==> config.mk <==
export PLATFORM = sky130hd
export DESIGN_NAME = sla_top
export DESIGN_NICKNAME = d
export VERILOG_FILES = /design/src/shared/sla_pkg.sv /design/src/logic/sla_top.sv
export SDC_FILE = /design/constraint.sdc
export NUM_CORES = 1
export LEC_CHECK = 0
export ABC_AREA = 0
export BUFFER_PORTS_ARGS = -buffer_cell sky130_fd_sc_hd__buf_2
export CAP_MARGIN = 5
export CORE_AREA = 2 2 86 88
export DETAILED_ROUTE_END_ITERATION = 7
export DIE_AREA = 0 0 88 90
export PLACE_DENSITY = 0.82
export SYNTH_ARGS = -nofsm -noshare
export SYNTH_HDL_FRONTEND = slang
export SYNTH_SLANG_ARGS = --single-unit
==> constraint.sdc <==
create_clock -name mclk -period 2.84 [get_ports mclk]
set_clock_uncertainty 0.15 [all_clocks]
set_input_delay 0.284 -clock mclk [delete_from_list [all_inputs] [get_ports mclk]]
set_output_delay 0.284 -clock mclk [all_outputs]
set_load 0.005 [all_outputs]
==> src/shared/sla_pkg.sv <==
// Package for the serial link alignment and alarm block
package sla_pkg;
    // Register byte offsets
    localparam logic [7:0] REG_CTRL = 8'h00;
    localparam logic [7:0] REG_PREEMPH = 8'h04;
    localparam logic [7:0] REG_ALARM_STATUS_BITS = 8'h08;
    localparam logic [7:0] REG_ALARM_MASK_BITS = 8'h0c;
    localparam logic [7:0] REG_LINK_STATE = 8'h10;

    // Control field positions
    localparam int CTRL_LINK_EN = 0;
    localparam int CTRL_CODING_64 = 1;
    localparam int CTRL_SUBCLASS1 = 2;
    localparam int CTRL_CAL_SEL = 3;
    localparam logic [3:0] CTRL_RESET = 4'h4;

    // Alarm status bit positions; lane bits start at ALM_LANE_BASE
    localparam int ALM_CPLL = 0;
    localparam int ALM_SPLL = 1;
    localparam int ALM_NOT_DATA = 2;
    localparam int ALM_SYSREF = 3;
    localparam int ALM_CLK_UPSET = 4;
    localparam int ALM_LANE_BASE = 8;
    localparam logic [31:0] ALARM_MASK_BITS_RESET = 32'h0000_0000;

    // Link state register field positions
    localparam int LS_STATE_LSB = 0;
    localparam int LS_SUMMARY = 4;
    localparam logic [3:0] PREEMPH_RESET = 4'h0;

    // 64B/66B multiblock layout
    localparam logic [7:0] BLOCKS_PER_MB = 8'h20;
    localparam logic [31:0] SH_STREAM = 32'h80e8_8888;
    localparam logic [4:0] EOEMB_POS = 5'h16;
    localparam logic [7:0] MB_PER_EMB = 8'h01;
    localparam logic [2:0] ILAS_MULTIFRAMES = 3'h4;

    // Input synchroniser pin indices
    localparam int PIN_SYSREF = 0;
    localparam int PIN_SYNC_N = 1;
    localparam int PIN_CPLL = 2;
    localparam int PIN_SPLL = 3;
    localparam int PIN_COUNT = 4;

    typedef enum logic [1:0] {
        ST_OFF = 2'b00,
        ST_CGS = 2'b01,
        ST_ILAS = 2'b10,
        ST_DATA = 2'b11
    } sla_state_t;
endpackage : sla_pkg

==> src/logic/sla_top.sv <==
// Transmit-side link control: LMFC/LEMC timing, link states, sync headers, alarms
//
// Functional notes
// RULE_01: In 64B/66B no lane alignment sequence is sent; receiver aligns otherwise.
// RULE_02: Receiver, 8B/10B: buffer from alignment sequence, release all at delay point.
// RULE_03: Receiver, 64B/66B: full alignment first, buffering from next extended multiblock.
// RULE_04: Receiver releases at first release point after all lanes buffer.
// RULE_05: Receiver release point is LEMC edge plus delay, clear of variation.
// RULE_06: Each block opens with sync header 01 or 10.
// RULE_07: Receiver restarts block alignment after several header errors in a window.
// RULE_08: Receiver checks pilot 00001 at multiblock tail; repeated misses restart.
// RULE_09: Receiver restarts extended alignment after repeated wrong end flags.
// RULE_10: After lost alignment the system reapplies SYSREF to restore LEMC.
// RULE_11: Serializer pre-emphasis follows the programmed level field.
// RULE_12: Software changes link parameters only while link enable is zero.
// RULE_13: Link enable zero resets link logic, powers down serializers, gates clocks.
// RULE_14: Captured SYSREF resets LMFC in 8B/10B, LEMC in 64B/66B.
// RULE_15: Receiver release point needs margin or latency jumps one period.
// RULE_16: Receiver release delay counts frame clocks; zero releases on edge.
// RULE_17: Release chance each period, only after all lanes; delay may exceed.
// RULE_18: Subclass 0 ignores SYSREF; LMFC/LEMC self-generated with arbitrary phase.
// RULE_19: In 8B/10B the receiver SYNC starts code group sync and ILAS.
// RULE_20: Six alarms: two PLL unlocks, not data, SYSREF realign, upset, FIFO.
// RULE_21: Each alarm bit stays set until written with one.
// RULE_22: Unmasked alarms show in summary; calibration pin may follow alarm.
// RULE_23: End-of-extended-multiblock flag is one only on final multiblock.
// RULE_24: One multiblock per extended multiblock, so the flag is always set.
// RULE_25: Lane FIFO pointer upset sets lane alarm; enable toggle resets FIFO.
// RULE_26: Summary and alarm pin are OR of unmasked status bits, each clock.
//
// The register addresses and the APB interface to the registers were decided locally.
`timescale 1ns/1ps
module sla_top
    import sla_pkg::*;
#(
    parameter int LANES = 4,
    parameter int PE_W = 4,
    parameter logic [7:0] FRAMES_PER_MF = 8'h20
) (
    // Clock and reset
    input wire logic mclk,
    input wire logic rst_n,
    // APB slave
    input wire logic psel,
    input wire logic penable,
    input wire logic pwrite,
    input wire logic [7:0] paddr,
    input wire logic [31:0] pwdata,
    input wire logic [3:0] pstrb,
    output logic [31:0] prdata,
    output logic pready,
    output logic pslverr,
    // Pins from outside the clock domain
    input wire logic sysref,
    input wire logic sync_n,
    input wire logic cpll_locked,
    input wire logic spll_locked,
    // Internal monitors on mclk
    input wire logic clock_upset,
    input wire logic [LANES-1:0] lane_fifo_error,
    input wire logic cal_done,
    // Link side
    output logic link_clk_en,
    output logic ser_powerdown,
    output logic fifo_reset,
    output logic [PE_W-1:0] serializer_preemphasis_level,
    output logic [1:0] sync_header,
    output logic block_start,
    output logic lemc_edge,
    output logic cgs_active,
    output logic ilas_active,
    output logic data_active,
    // Alarm outputs
    output logic alarm_summary,
    output logic cal_status_pin
);
    localparam int ALM_W = ALM_LANE_BASE + LANES;

    logic [3:0] ctrl_q;
    logic [PE_W-1:0] pe_q;
    logic [ALM_W-1:0] alarm_status_bits_q;
    logic [ALM_W-1:0] alarm_status_bits_d;
    logic [ALM_W-1:0] alarm_mask_bits_q;
    logic [PIN_COUNT-1:0] pin_s1_q;
    logic [PIN_COUNT-1:0] pin_s2_q;
    logic [PIN_COUNT-1:0] pin_s3_q;
    logic [PIN_COUNT-1:0] pin_q;
    logic sysref_prev_q;
    logic [7:0] mf_cnt_q;
    logic [2:0] ilas_cnt_q;
    sla_state_t state_q;
    logic [1:0] sync_header_q;
    logic block_start_q;
    logic lemc_edge_q;
    logic alarm_q;
    logic cal_pin_q;

    logic link_enable;
    logic coding_64;
    logic subclass1;
    logic wr_en;
    logic [31:0] wmask;
    logic [31:0] wdata_m;
    logic addr_ok;
    logic sysref_edge;
    logic [7:0] mf_len;
    logic mf_wrap;
    logic [4:0] blk_idx;
    logic sh_bit;
    logic [ALM_W-1:0] events;
    logic [31:0] rd_mux;

    function automatic logic [31:0] strb_to_mask(input logic [3:0] strb);
        logic [31:0] m;
        m = 32'h0000_0000;
        for (int i = 0; i < 4; i++) begin
            m[i*8 +: 8] = {8{strb[i]}};
        end
        return m;
    endfunction : strb_to_mask

    assign link_enable = ctrl_q[CTRL_LINK_EN];
    assign coding_64 = ctrl_q[CTRL_CODING_64];
    assign subclass1 = ctrl_q[CTRL_SUBCLASS1];

    // APB access, zero wait states
    assign pready = 1'b1;
    assign wr_en = psel & penable & pwrite;
    assign wmask = strb_to_mask(pstrb);
    assign wdata_m = pwdata & wmask;
    assign addr_ok = (paddr == REG_CTRL) | (paddr == REG_PREEMPH) |
                     (paddr == REG_ALARM_STATUS_BITS) | (paddr == REG_ALARM_MASK_BITS) |
                     (paddr == REG_LINK_STATE);
    assign pslverr = psel & penable & ~addr_ok;

    always_ff @(posedge mclk or negedge rst_n) begin
        if (!rst_n) begin
            ctrl_q <= CTRL_RESET;
        end else if (wr_en && paddr == REG_CTRL) begin
            ctrl_q <= (ctrl_q & ~wmask[3:0]) | wdata_m[3:0];
        end
    end

    always_ff @(posedge mclk or negedge rst_n) begin
        if (!rst_n) begin
            pe_q <= PE_W'(PREEMPH_RESET);
        end else if (wr_en && paddr == REG_PREEMPH) begin
            pe_q <= (pe_q & ~wmask[PE_W-1:0]) | wdata_m[PE_W-1:0];
        end
    end

    always_ff @(posedge mclk or negedge rst_n) begin
        if (!rst_n) begin
            alarm_mask_bits_q <= ALARM_MASK_BITS_RESET[ALM_W-1:0];
        end else if (wr_en && paddr == REG_ALARM_MASK_BITS) begin
            alarm_mask_bits_q <= (alarm_mask_bits_q & ~wmask[ALM_W-1:0]) | wdata_m[ALM_W-1:0];
        end
    end

    always_comb begin
        rd_mux = 32'h0000_0000;
        unique case (paddr)
            REG_CTRL: rd_mux[3:0] = ctrl_q;
            REG_PREEMPH: rd_mux[PE_W-1:0] = pe_q;
            REG_ALARM_STATUS_BITS: rd_mux[ALM_W-1:0] = alarm_status_bits_q;
            REG_ALARM_MASK_BITS: rd_mux[ALM_W-1:0] = alarm_mask_bits_q;
            REG_LINK_STATE: begin
                rd_mux[LS_STATE_LSB +: 2] = state_q;
                rd_mux[LS_SUMMARY] = alarm_q;
            end
            default: rd_mux = 32'h0000_0000;
        endcase
    end

    always_ff @(posedge mclk or negedge rst_n) begin
        if (!rst_n) begin
            prdata <= 32'h0000_0000;
        end else if (psel && !penable && !pwrite) begin
            prdata <= rd_mux;
        end
    end

    // Pin synchronisers: a change counts once stages two and three agree
    always_ff @(posedge mclk or negedge rst_n) begin
        if (!rst_n) begin
            pin_s1_q <= '0;
            pin_s2_q <= '0;
            pin_s3_q <= '0;
        end else begin
            pin_s1_q <= {spll_locked, cpll_locked, sync_n, sysref};
            pin_s2_q <= pin_s1_q;
            pin_s3_q <= pin_s2_q;
        end
    end

    genvar gi;
    generate
        for (gi = 0; gi < PIN_COUNT; gi++) begin : g_pin
            always_ff @(posedge mclk or negedge rst_n) begin
                if (!rst_n) begin
                    pin_q[gi] <= 1'b0;
                end else if (pin_s2_q[gi] == pin_s3_q[gi]) begin
                    pin_q[gi] <= pin_s3_q[gi];
                end
            end
        end
    endgenerate

    always_ff @(posedge mclk or negedge rst_n) begin
        if (!rst_n) begin
            sysref_prev_q <= 1'b0;
        end else begin
            sysref_prev_q <= pin_q[PIN_SYSREF];
        end
    end

    // Subclass 0 or disabled link ignores SYSREF
    assign sysref_edge = pin_q[PIN_SYSREF] & ~sysref_prev_q & subclass1 & link_enable; // RULE_18

    // LMFC/LEMC counter; LEMC spans one multiblock of fixed length
    assign mf_len = coding_64 ? BLOCKS_PER_MB * MB_PER_EMB : FRAMES_PER_MF; // RULE_24
    assign mf_wrap = (mf_cnt_q == mf_len - 8'h01);

    always_ff @(posedge mclk or negedge rst_n) begin
        if (!rst_n) begin
            mf_cnt_q <= 8'h00;
        end else if (!link_enable || sysref_edge) begin
            mf_cnt_q <= 8'h00; // RULE_13 RULE_14
        end else if (mf_wrap) begin
            mf_cnt_q <= 8'h00;
        end else begin
            mf_cnt_q <= mf_cnt_q + 8'h01;
        end
    end

    always_ff @(posedge mclk or negedge rst_n) begin
        if (!rst_n) begin
            lemc_edge_q <= 1'b0;
        end else begin
            lemc_edge_q <= link_enable & (mf_cnt_q == 8'h00);
        end
    end

    // Link state sequence
    always_ff @(posedge mclk or negedge rst_n) begin
        if (!rst_n) begin
            state_q <= ST_OFF;
            ilas_cnt_q <= 3'h0;
        end else if (!link_enable) begin
            state_q <= ST_OFF; // RULE_13
            ilas_cnt_q <= 3'h0;
        end else if (coding_64) begin
            state_q <= ST_DATA; // RULE_01
            ilas_cnt_q <= 3'h0;
        end else if (!pin_q[PIN_SYNC_N]) begin
            state_q <= ST_CGS; // RULE_19
            ilas_cnt_q <= 3'h0;
        end else begin
            unique case (state_q)
                ST_OFF: state_q <= ST_CGS;
                ST_CGS: begin
                    if (mf_wrap) begin
                        state_q <= ST_ILAS; // RULE_19
                    end
                end
                ST_ILAS: begin
                    if (mf_wrap) begin
                        if (ilas_cnt_q == ILAS_MULTIFRAMES - 3'h1) begin
                            state_q <= ST_DATA;
                        end
                        ilas_cnt_q <= ilas_cnt_q + 3'h1;
                    end
                end
                ST_DATA: state_q <= ST_DATA;
            endcase
        end
    end

    // Sync header stream for 64B/66B blocks
    assign blk_idx = mf_cnt_q[4:0];
    assign sh_bit = (blk_idx == EOEMB_POS) ? 1'b1 : SH_STREAM[blk_idx]; // RULE_23 RULE_24

    always_ff @(posedge mclk or negedge rst_n) begin
        if (!rst_n) begin
            sync_header_q <= 2'h0;
            block_start_q <= 1'b0;
        end else if (!link_enable || !coding_64) begin
            sync_header_q <= 2'h0;
            block_start_q <= 1'b0;
        end else begin
            sync_header_q <= {~sh_bit, sh_bit}; // RULE_06
            block_start_q <= 1'b1;
        end
    end

    // Alarm events; set wins over a write-one clear
    always_comb begin
        events = '0;
        events[ALM_CPLL] = ~pin_q[PIN_CPLL];
        events[ALM_SPLL] = ~pin_q[PIN_SPLL];
        events[ALM_NOT_DATA] = (state_q != ST_DATA);
        events[ALM_SYSREF] = sysref_edge & (mf_cnt_q != 8'h00) & ~mf_wrap;
        events[ALM_CLK_UPSET] = clock_upset & link_enable;
        events[ALM_LANE_BASE +: LANES] = lane_fifo_error & {LANES{link_enable}}; // RULE_25
    end

    always_comb begin
        alarm_status_bits_d = alarm_status_bits_q;
        if (wr_en && paddr == REG_ALARM_STATUS_BITS) begin
            alarm_status_bits_d = alarm_status_bits_q & ~wdata_m[ALM_W-1:0]; // RULE_21
        end
        alarm_status_bits_d = alarm_status_bits_d | events; // RULE_20
    end

    always_ff @(posedge mclk or negedge rst_n) begin
        if (!rst_n) begin
            alarm_status_bits_q <= '0;
        end else begin
            alarm_status_bits_q <= alarm_status_bits_d;
        end
    end

    always_ff @(posedge mclk or negedge rst_n) begin
        if (!rst_n) begin
            alarm_q <= 1'b0;
            cal_pin_q <= 1'b0;
        end else begin
            alarm_q <= |(alarm_status_bits_q & ~alarm_mask_bits_q); // RULE_22 RULE_26
            cal_pin_q <= ctrl_q[CTRL_CAL_SEL] ? |(alarm_status_bits_q & ~alarm_mask_bits_q)
                                              : cal_done; // RULE_22
        end
    end

    // Link side outputs
    always_ff @(posedge mclk or negedge rst_n) begin
        if (!rst_n) begin
            serializer_preemphasis_level <= '0;
        end else begin
            serializer_preemphasis_level <= pe_q; // RULE_11
        end
    end

    assign link_clk_en = link_enable; // RULE_13
    assign ser_powerdown = ~link_enable; // RULE_13
    assign fifo_reset = ~link_enable; // RULE_25
    assign sync_header = sync_header_q;
    assign block_start = block_start_q;
    assign lemc_edge = lemc_edge_q;
    assign cgs_active = (state_q == ST_CGS);
    assign ilas_active = (state_q == ST_ILAS);
    assign data_active = (state_q == ST_DATA);
    assign alarm_summary = alarm_q;
    assign cal_status_pin = cal_pin_q;
endmodule : sla_top

After elaboration in Yosys (flattened, before gate mapping)
Memories as Yosys holds them, arrays and structs flattened.
Index checks and enable logic that the tools add are counted.
{ "totals": {"romBits": 32, "memories": 1, "register_bits": 84} }
{ "classes": {"reduce_logical": 19, "eq_ne": 20, "addsub": 2, "n_bitwise": 36, "magnitude_cmp": 1, "muxes": 24} }
{ "mem_list": {"columns": ["name", "words", "width", "read_ports", "rd_ports_with_merged_regs", "wr", "line_no", "text"], "rows": [
  ["(no name shown)", 32, 1, 1, 0, 0, "sla_top.sv:281", "assign sh_bit = (blk_idx == EOEMB_POS) ? 1'b1 : SH_STREAM[blk_idx];"]
]} }
{ "ops": {"columns": ["cell", "count"], "rows": [
  ["$and 12x12->12", 4],
  ["$not 12->12", 3],
  ["$or 12x12->12", 2],
  ["$eq 8x4->1 const B", 2],
  ["$eq 8x5->1 const B", 2],
  ["$logic_not 8->1", 2],
  ["$mux 8", 2],
  ["$pmux 2 s4", 2],
  ["$mux 3", 5],
  ["$ne 5x4->1 const B", 3],
  ["$mux 2", 7],
  ["$pmux 7 s2", 1],
  ["$and 4x4->4", 3],
  ["$mux 12", 1],
  ["$reduce_or 12->1", 1],
  ["$and 1x1->1", 10],
  ["$pmux 2 s5", 1],
  ["$add 8x1->8 const B", 1],
  ["$eq 8x3->1 const B", 1],
  ["$or 4x4->4", 2],
  ["$reduce_bool 8->1", 1],
  ["$not 1->1", 7],
  ["$logic_and 1x1->1", 6],
  ["$lt 5x6->1 const B", 1],
  ["18 further kinds", 32]
]} }

Longest topological paths before layout
{ "depth": {"depth_word": 7, "mapped_depth": 6, "depth_no_buf": 6} }

Least setup slack after synthesis
Ideal clock, no wire load.
{ "synth_path": {"kind": "input port to flip-flop", "start": "input port paddr[5]", "end": "register with a tool-made name", "setup_ns": 0.125, "setup_slack_ns": 0.650, "arrival_time_ns": 1.915, "n_path_buf": 1, "path_stages": 5, "cell_sequence": "or4_1 > buf_2 > nor4_4 > nand3_4 > mux2_4"} }
{ "synth_rtl": {"columns": ["item", "line_no", "text"], "rows": [
  ["start, declared", "sla_top.sv:47", "input wire logic [7:0] paddr,"]
]} }

Worst setup path in the final report
{ "layout_path": {"start": "input port paddr[4]", "end": "output port pslverr"} }
{ "layout_via": {"elab_chain_cells": 7, "word_cells_on_any_way": 11, "cone_classes": "4 x eq/ne; 6 x bitwise; 1 x reduce/logical"} }
{ "layout_lines": {"columns": ["item", "line_no", "text"], "rows": [
  ["$eq 8x3->1 / $logic_not 8->1 (equally long branches)", "sla_top.sv:131", "assign addr_ok = (paddr == REG_CTRL) | (paddr == REG_PREEMPH) |"],
  ["$or 1x1->1 (2 in a row)", "sla_top.sv:131", null],
  ["$or 1x1->1", "sla_top.sv:132", "(paddr == REG_ALARM_STATUS_BITS) | (paddr == REG_ALARM_MASK_BITS) |"],
  ["$or 1x1->1 (*)", "sla_top.sv:132", null],
  ["$not 1->1 (*)", "sla_top.sv:134", "assign pslverr = psel & penable & ~addr_ok;"],
  ["$and 1x1->1 (*)", "sla_top.sv:134", null],
  ["end, declared", "sla_top.sv:52", "output logic pslverr,"]
]} }
Every way passes the cells marked *; elsewhere a longest branch is shown, timed or not.

==> flow_summary_export.csv <==
group,metric,value,unit
yosys,synth.yosys.warnings,0,
route,vias_per_cell,5.42,
route,detail_route.wl_per_cell,15.5,um
yosys,yosysSeqAreaShare,0.564,
worst_setup_path,worst_setup_path_end_kind,"primary output",
sta,max_slew_margin,0.327,
global_routing,grt_pass1_vias,2626,
layout,layout-area-overhead-vs-synth,17.8,%
min_path,worst_hold_path_type,"input port to register",
power,cellLeakagePower,2.07,nW
sta,holdWs,0.0129,ns
clock_tree,clk_pin_slew,0.09,ns
clock_tree,holdBufCountCts,9,
yosys,post_synth_main_area_contributors,"dfrtp_1 56%, mux2_2 7.3%, buf_4 4.4%",
power,power_density,531,nW/um2
placed_design,place_area,4090,um2
floorplan,die_w,88,um
sta,max_freq,0.478,GHz
yosys,post-synth-top-area-fraction,0.557,
power,irDropWorstVdd,0.000335,V
yosys,synth_top_cell_by_area,"dfrtp_1",
global_routing,global_route.usage.met1,0.266,
global_routing,globalRouteTotalUtil,0.206,
yosys,avgSynthCellArea,11.5,um2
layout,design.final.nets,467,
placed_design,pre_cts_slack,0.460,ns
clock_tree,postCtsSetupBuffers,0,
placed_design,place.detailed.hpwl,5620,um
floorplan,core,7020,um2
floorplan,rows,31,
yosys,synth_seq_cells,84,
route,detail_route.drc_violations,0,
yosys,asyncSetResetFlopFracSynth,1.00,
worst_setup_path,timing.critical_path.from_type,"input port",
clock_tree,worst_case_clock_buffer_depth,2,
sta,finalSetupTns,0,ns
global_routing,first_pass_grt_wire_length,12500,um
sta,setup_viol,0,
placed_design,post-place-cells,481,
layout,n_antenna_cell,0,
global_routing,gr-usage-met2,0.330,
yosys,netlist-cell-type-count,51,
clock_tree,cts_htree_levels,3,
clock_tree,clock_sinks,84,
layout,fin_area,4390,um2
route,drt_pass1_iterations,4,
clock_tree,cts_made_buffers,9,
clock_tree,post_cts_resize_count,0,
yosys,post_synth_inst_count,323,
layout,post_route_cells_drive_above_1_share,0.302,
global_routing,grt_overflow,0,
worst_setup_path,timing.critical_path.required,2.41,ns
sta,timing.final.crit_share,0.736,
clock_tree,tritoncts,"done",
run_status,status,"completed",
yosys,synth-main-ff-cell,"dfrtp_1",
layout,instances_no_fill,506,
clock_tree,clock_latency,0.35,ns
global_routing,use_met3,0.0422,
floorplan,die_area,7920,um2
route,via_count,2742,
sta,slew_violations,0,
sta,timing.final.ws_setup,0.750,ns
sta,hold_viol,0,
worst_setup_path,setup.worst_path.class,"input port to primary output",
placed_design,place.gp.congestion,0.825,
sta,final.min_clock_period,2.09,ns
route,detailedRoute.firstIterationViolations,223,
floorplan,die_height,90,um
floorplan,initial_core_util,0.531,
run,cap_viol_max_count,0,
worst_setup_path,path_max_fanout,6,
route,routed_wl,7820,um
yosys,synth-edff-count,0,
worst_setup_path,worst-endpoint-arrival,1.66,ns
sta,worstMarginPinSlew,1.01,ns
yosys,synth_area,3730,um2
route,antenna_left,0,
placed_design,portBuffers,65,
global_routing,global_route.peak_usage_layer,"met2",
floorplan,pin_count,109,
global_routing,initial_antenna_violation_count,0,
clock_tree,root_buffer,"clkbuf_8",
sta,grt_setup_unrepaired,"false",
global_routing,grt_start_max_net_pins,85,
path summary, 6_finish.rpt:
path / cells after the start / start / to / slack, ns
min reg2reg: 0 / pin_s1_q[3] / pin_s2_q[3] / 0.20
min: 2 / lane_fifo_error[1] / alarm_status_bits_q[9] / 0.01
max reg2reg: 3 / register / mf_cnt_q[3] / 1.04
max: 6 / paddr[4] / pslverr / 0.75
max in group asynchronous: 2 / rst_n / asynchronous set/reset pin / 1.40
min in group asynchronous: 2 / rst_n / mf_cnt_q[2] / 0.50
Yosys cell counts (5+ instances only):
master and n:
nand2_1 21, dfrtp_1 83, ha_1 6, and2_1 6
nand3_1 6, nor2_1 26, and3_1 5, buf_4 22
a21oi_1 11, a22oi_1 11, inv_1 20, mux2_2 24
o22ai_1 5, xor2_1 5, a22o_1 5, clkbuf_1 5
placed cells by master, fill, tap and decap left out, drive strengths merged, types with 2 or more instances in the layout:
master	n
a22o	5
o22ai	5
nand2	21
clkinvlp	2
maj3	4
o21ai	4
or4	2
nor4b	2
conb	21
and2	6
a211oi	2
mux2	25
nand3	8
dfrtp	83
a222oi	2
buf	70
a31oi	3
dlygate4sd3	9
nor2	26
clkbuf	9
a21oi	11
xor2	5
a21bo	3
ha	6
a22oi	11
nor3	4
or2	2
nand4	3
nor2b	3
nor4	3
and3	5
inv	24
a221oi	3
stage by stage:
step                 util  total power, mW
floorplan               -             1.38
global placement    0.583             1.45
detailed placement  0.583             1.46
CTS                 0.625             2.34
global route        0.625             2.43
finish              0.625             2.33
kinds of logic (layout without fill, tap and decap cells):
logic type	Yosys count	count (layout)	synth area share
XOR/XNOR	6	6	0.0141
other	2	21	0.00202
AND/OR/NAND/NOR	91	91	0.132
AO/OA/AOI/OAI	54	54	0.104
adder cells (fa/ha/maj)	10	10	0.0309
multiplexers	26	26	0.0792
buffers and inverters	50	115	0.0735
flip-flops	84	84	0.564
per-layer routing:
metal | vias up | routed length [um] | part of all wire
met4 | 0 | 243 | 0.031
met5 | - | 0 | 0
met1 | 1367 | 3190 | 0.41
met2 | 100 | 3970 | 0.51
li1 | 1253 | - | -
met3 | 22 | 412 | 0.053
power breakdown:
group | internal, mW | switching, mW | leakage, nW | total (mW)
clock network | 0.422 | 0.464 | 0.0988 | 0.886
logic | 0.0758 | 0.0937 | 0.900 | 0.170
registers | 1.24 | 0.0297 | 1.07 | 1.27
cell type report:
cell class | instances | area [um2]
fill | 547 | 2630
sequential | 84 | 2100
multi-input combinational | 208 | 1430
timing repair buffer | 79 | 455
clock buffer | 9 | 124
tap | 99 | 124
clock inverter | 7 | 82.6
inverter | 20 | 75.1
critical path, stage by stage:
cell and delay, ns:
buf_2 0.14, or4_1 0.66, nor3_1 0.20, buf_4 0.17, a211oi_1 0.06, buf_2 0.14
(Power assumes the default switching activity.)
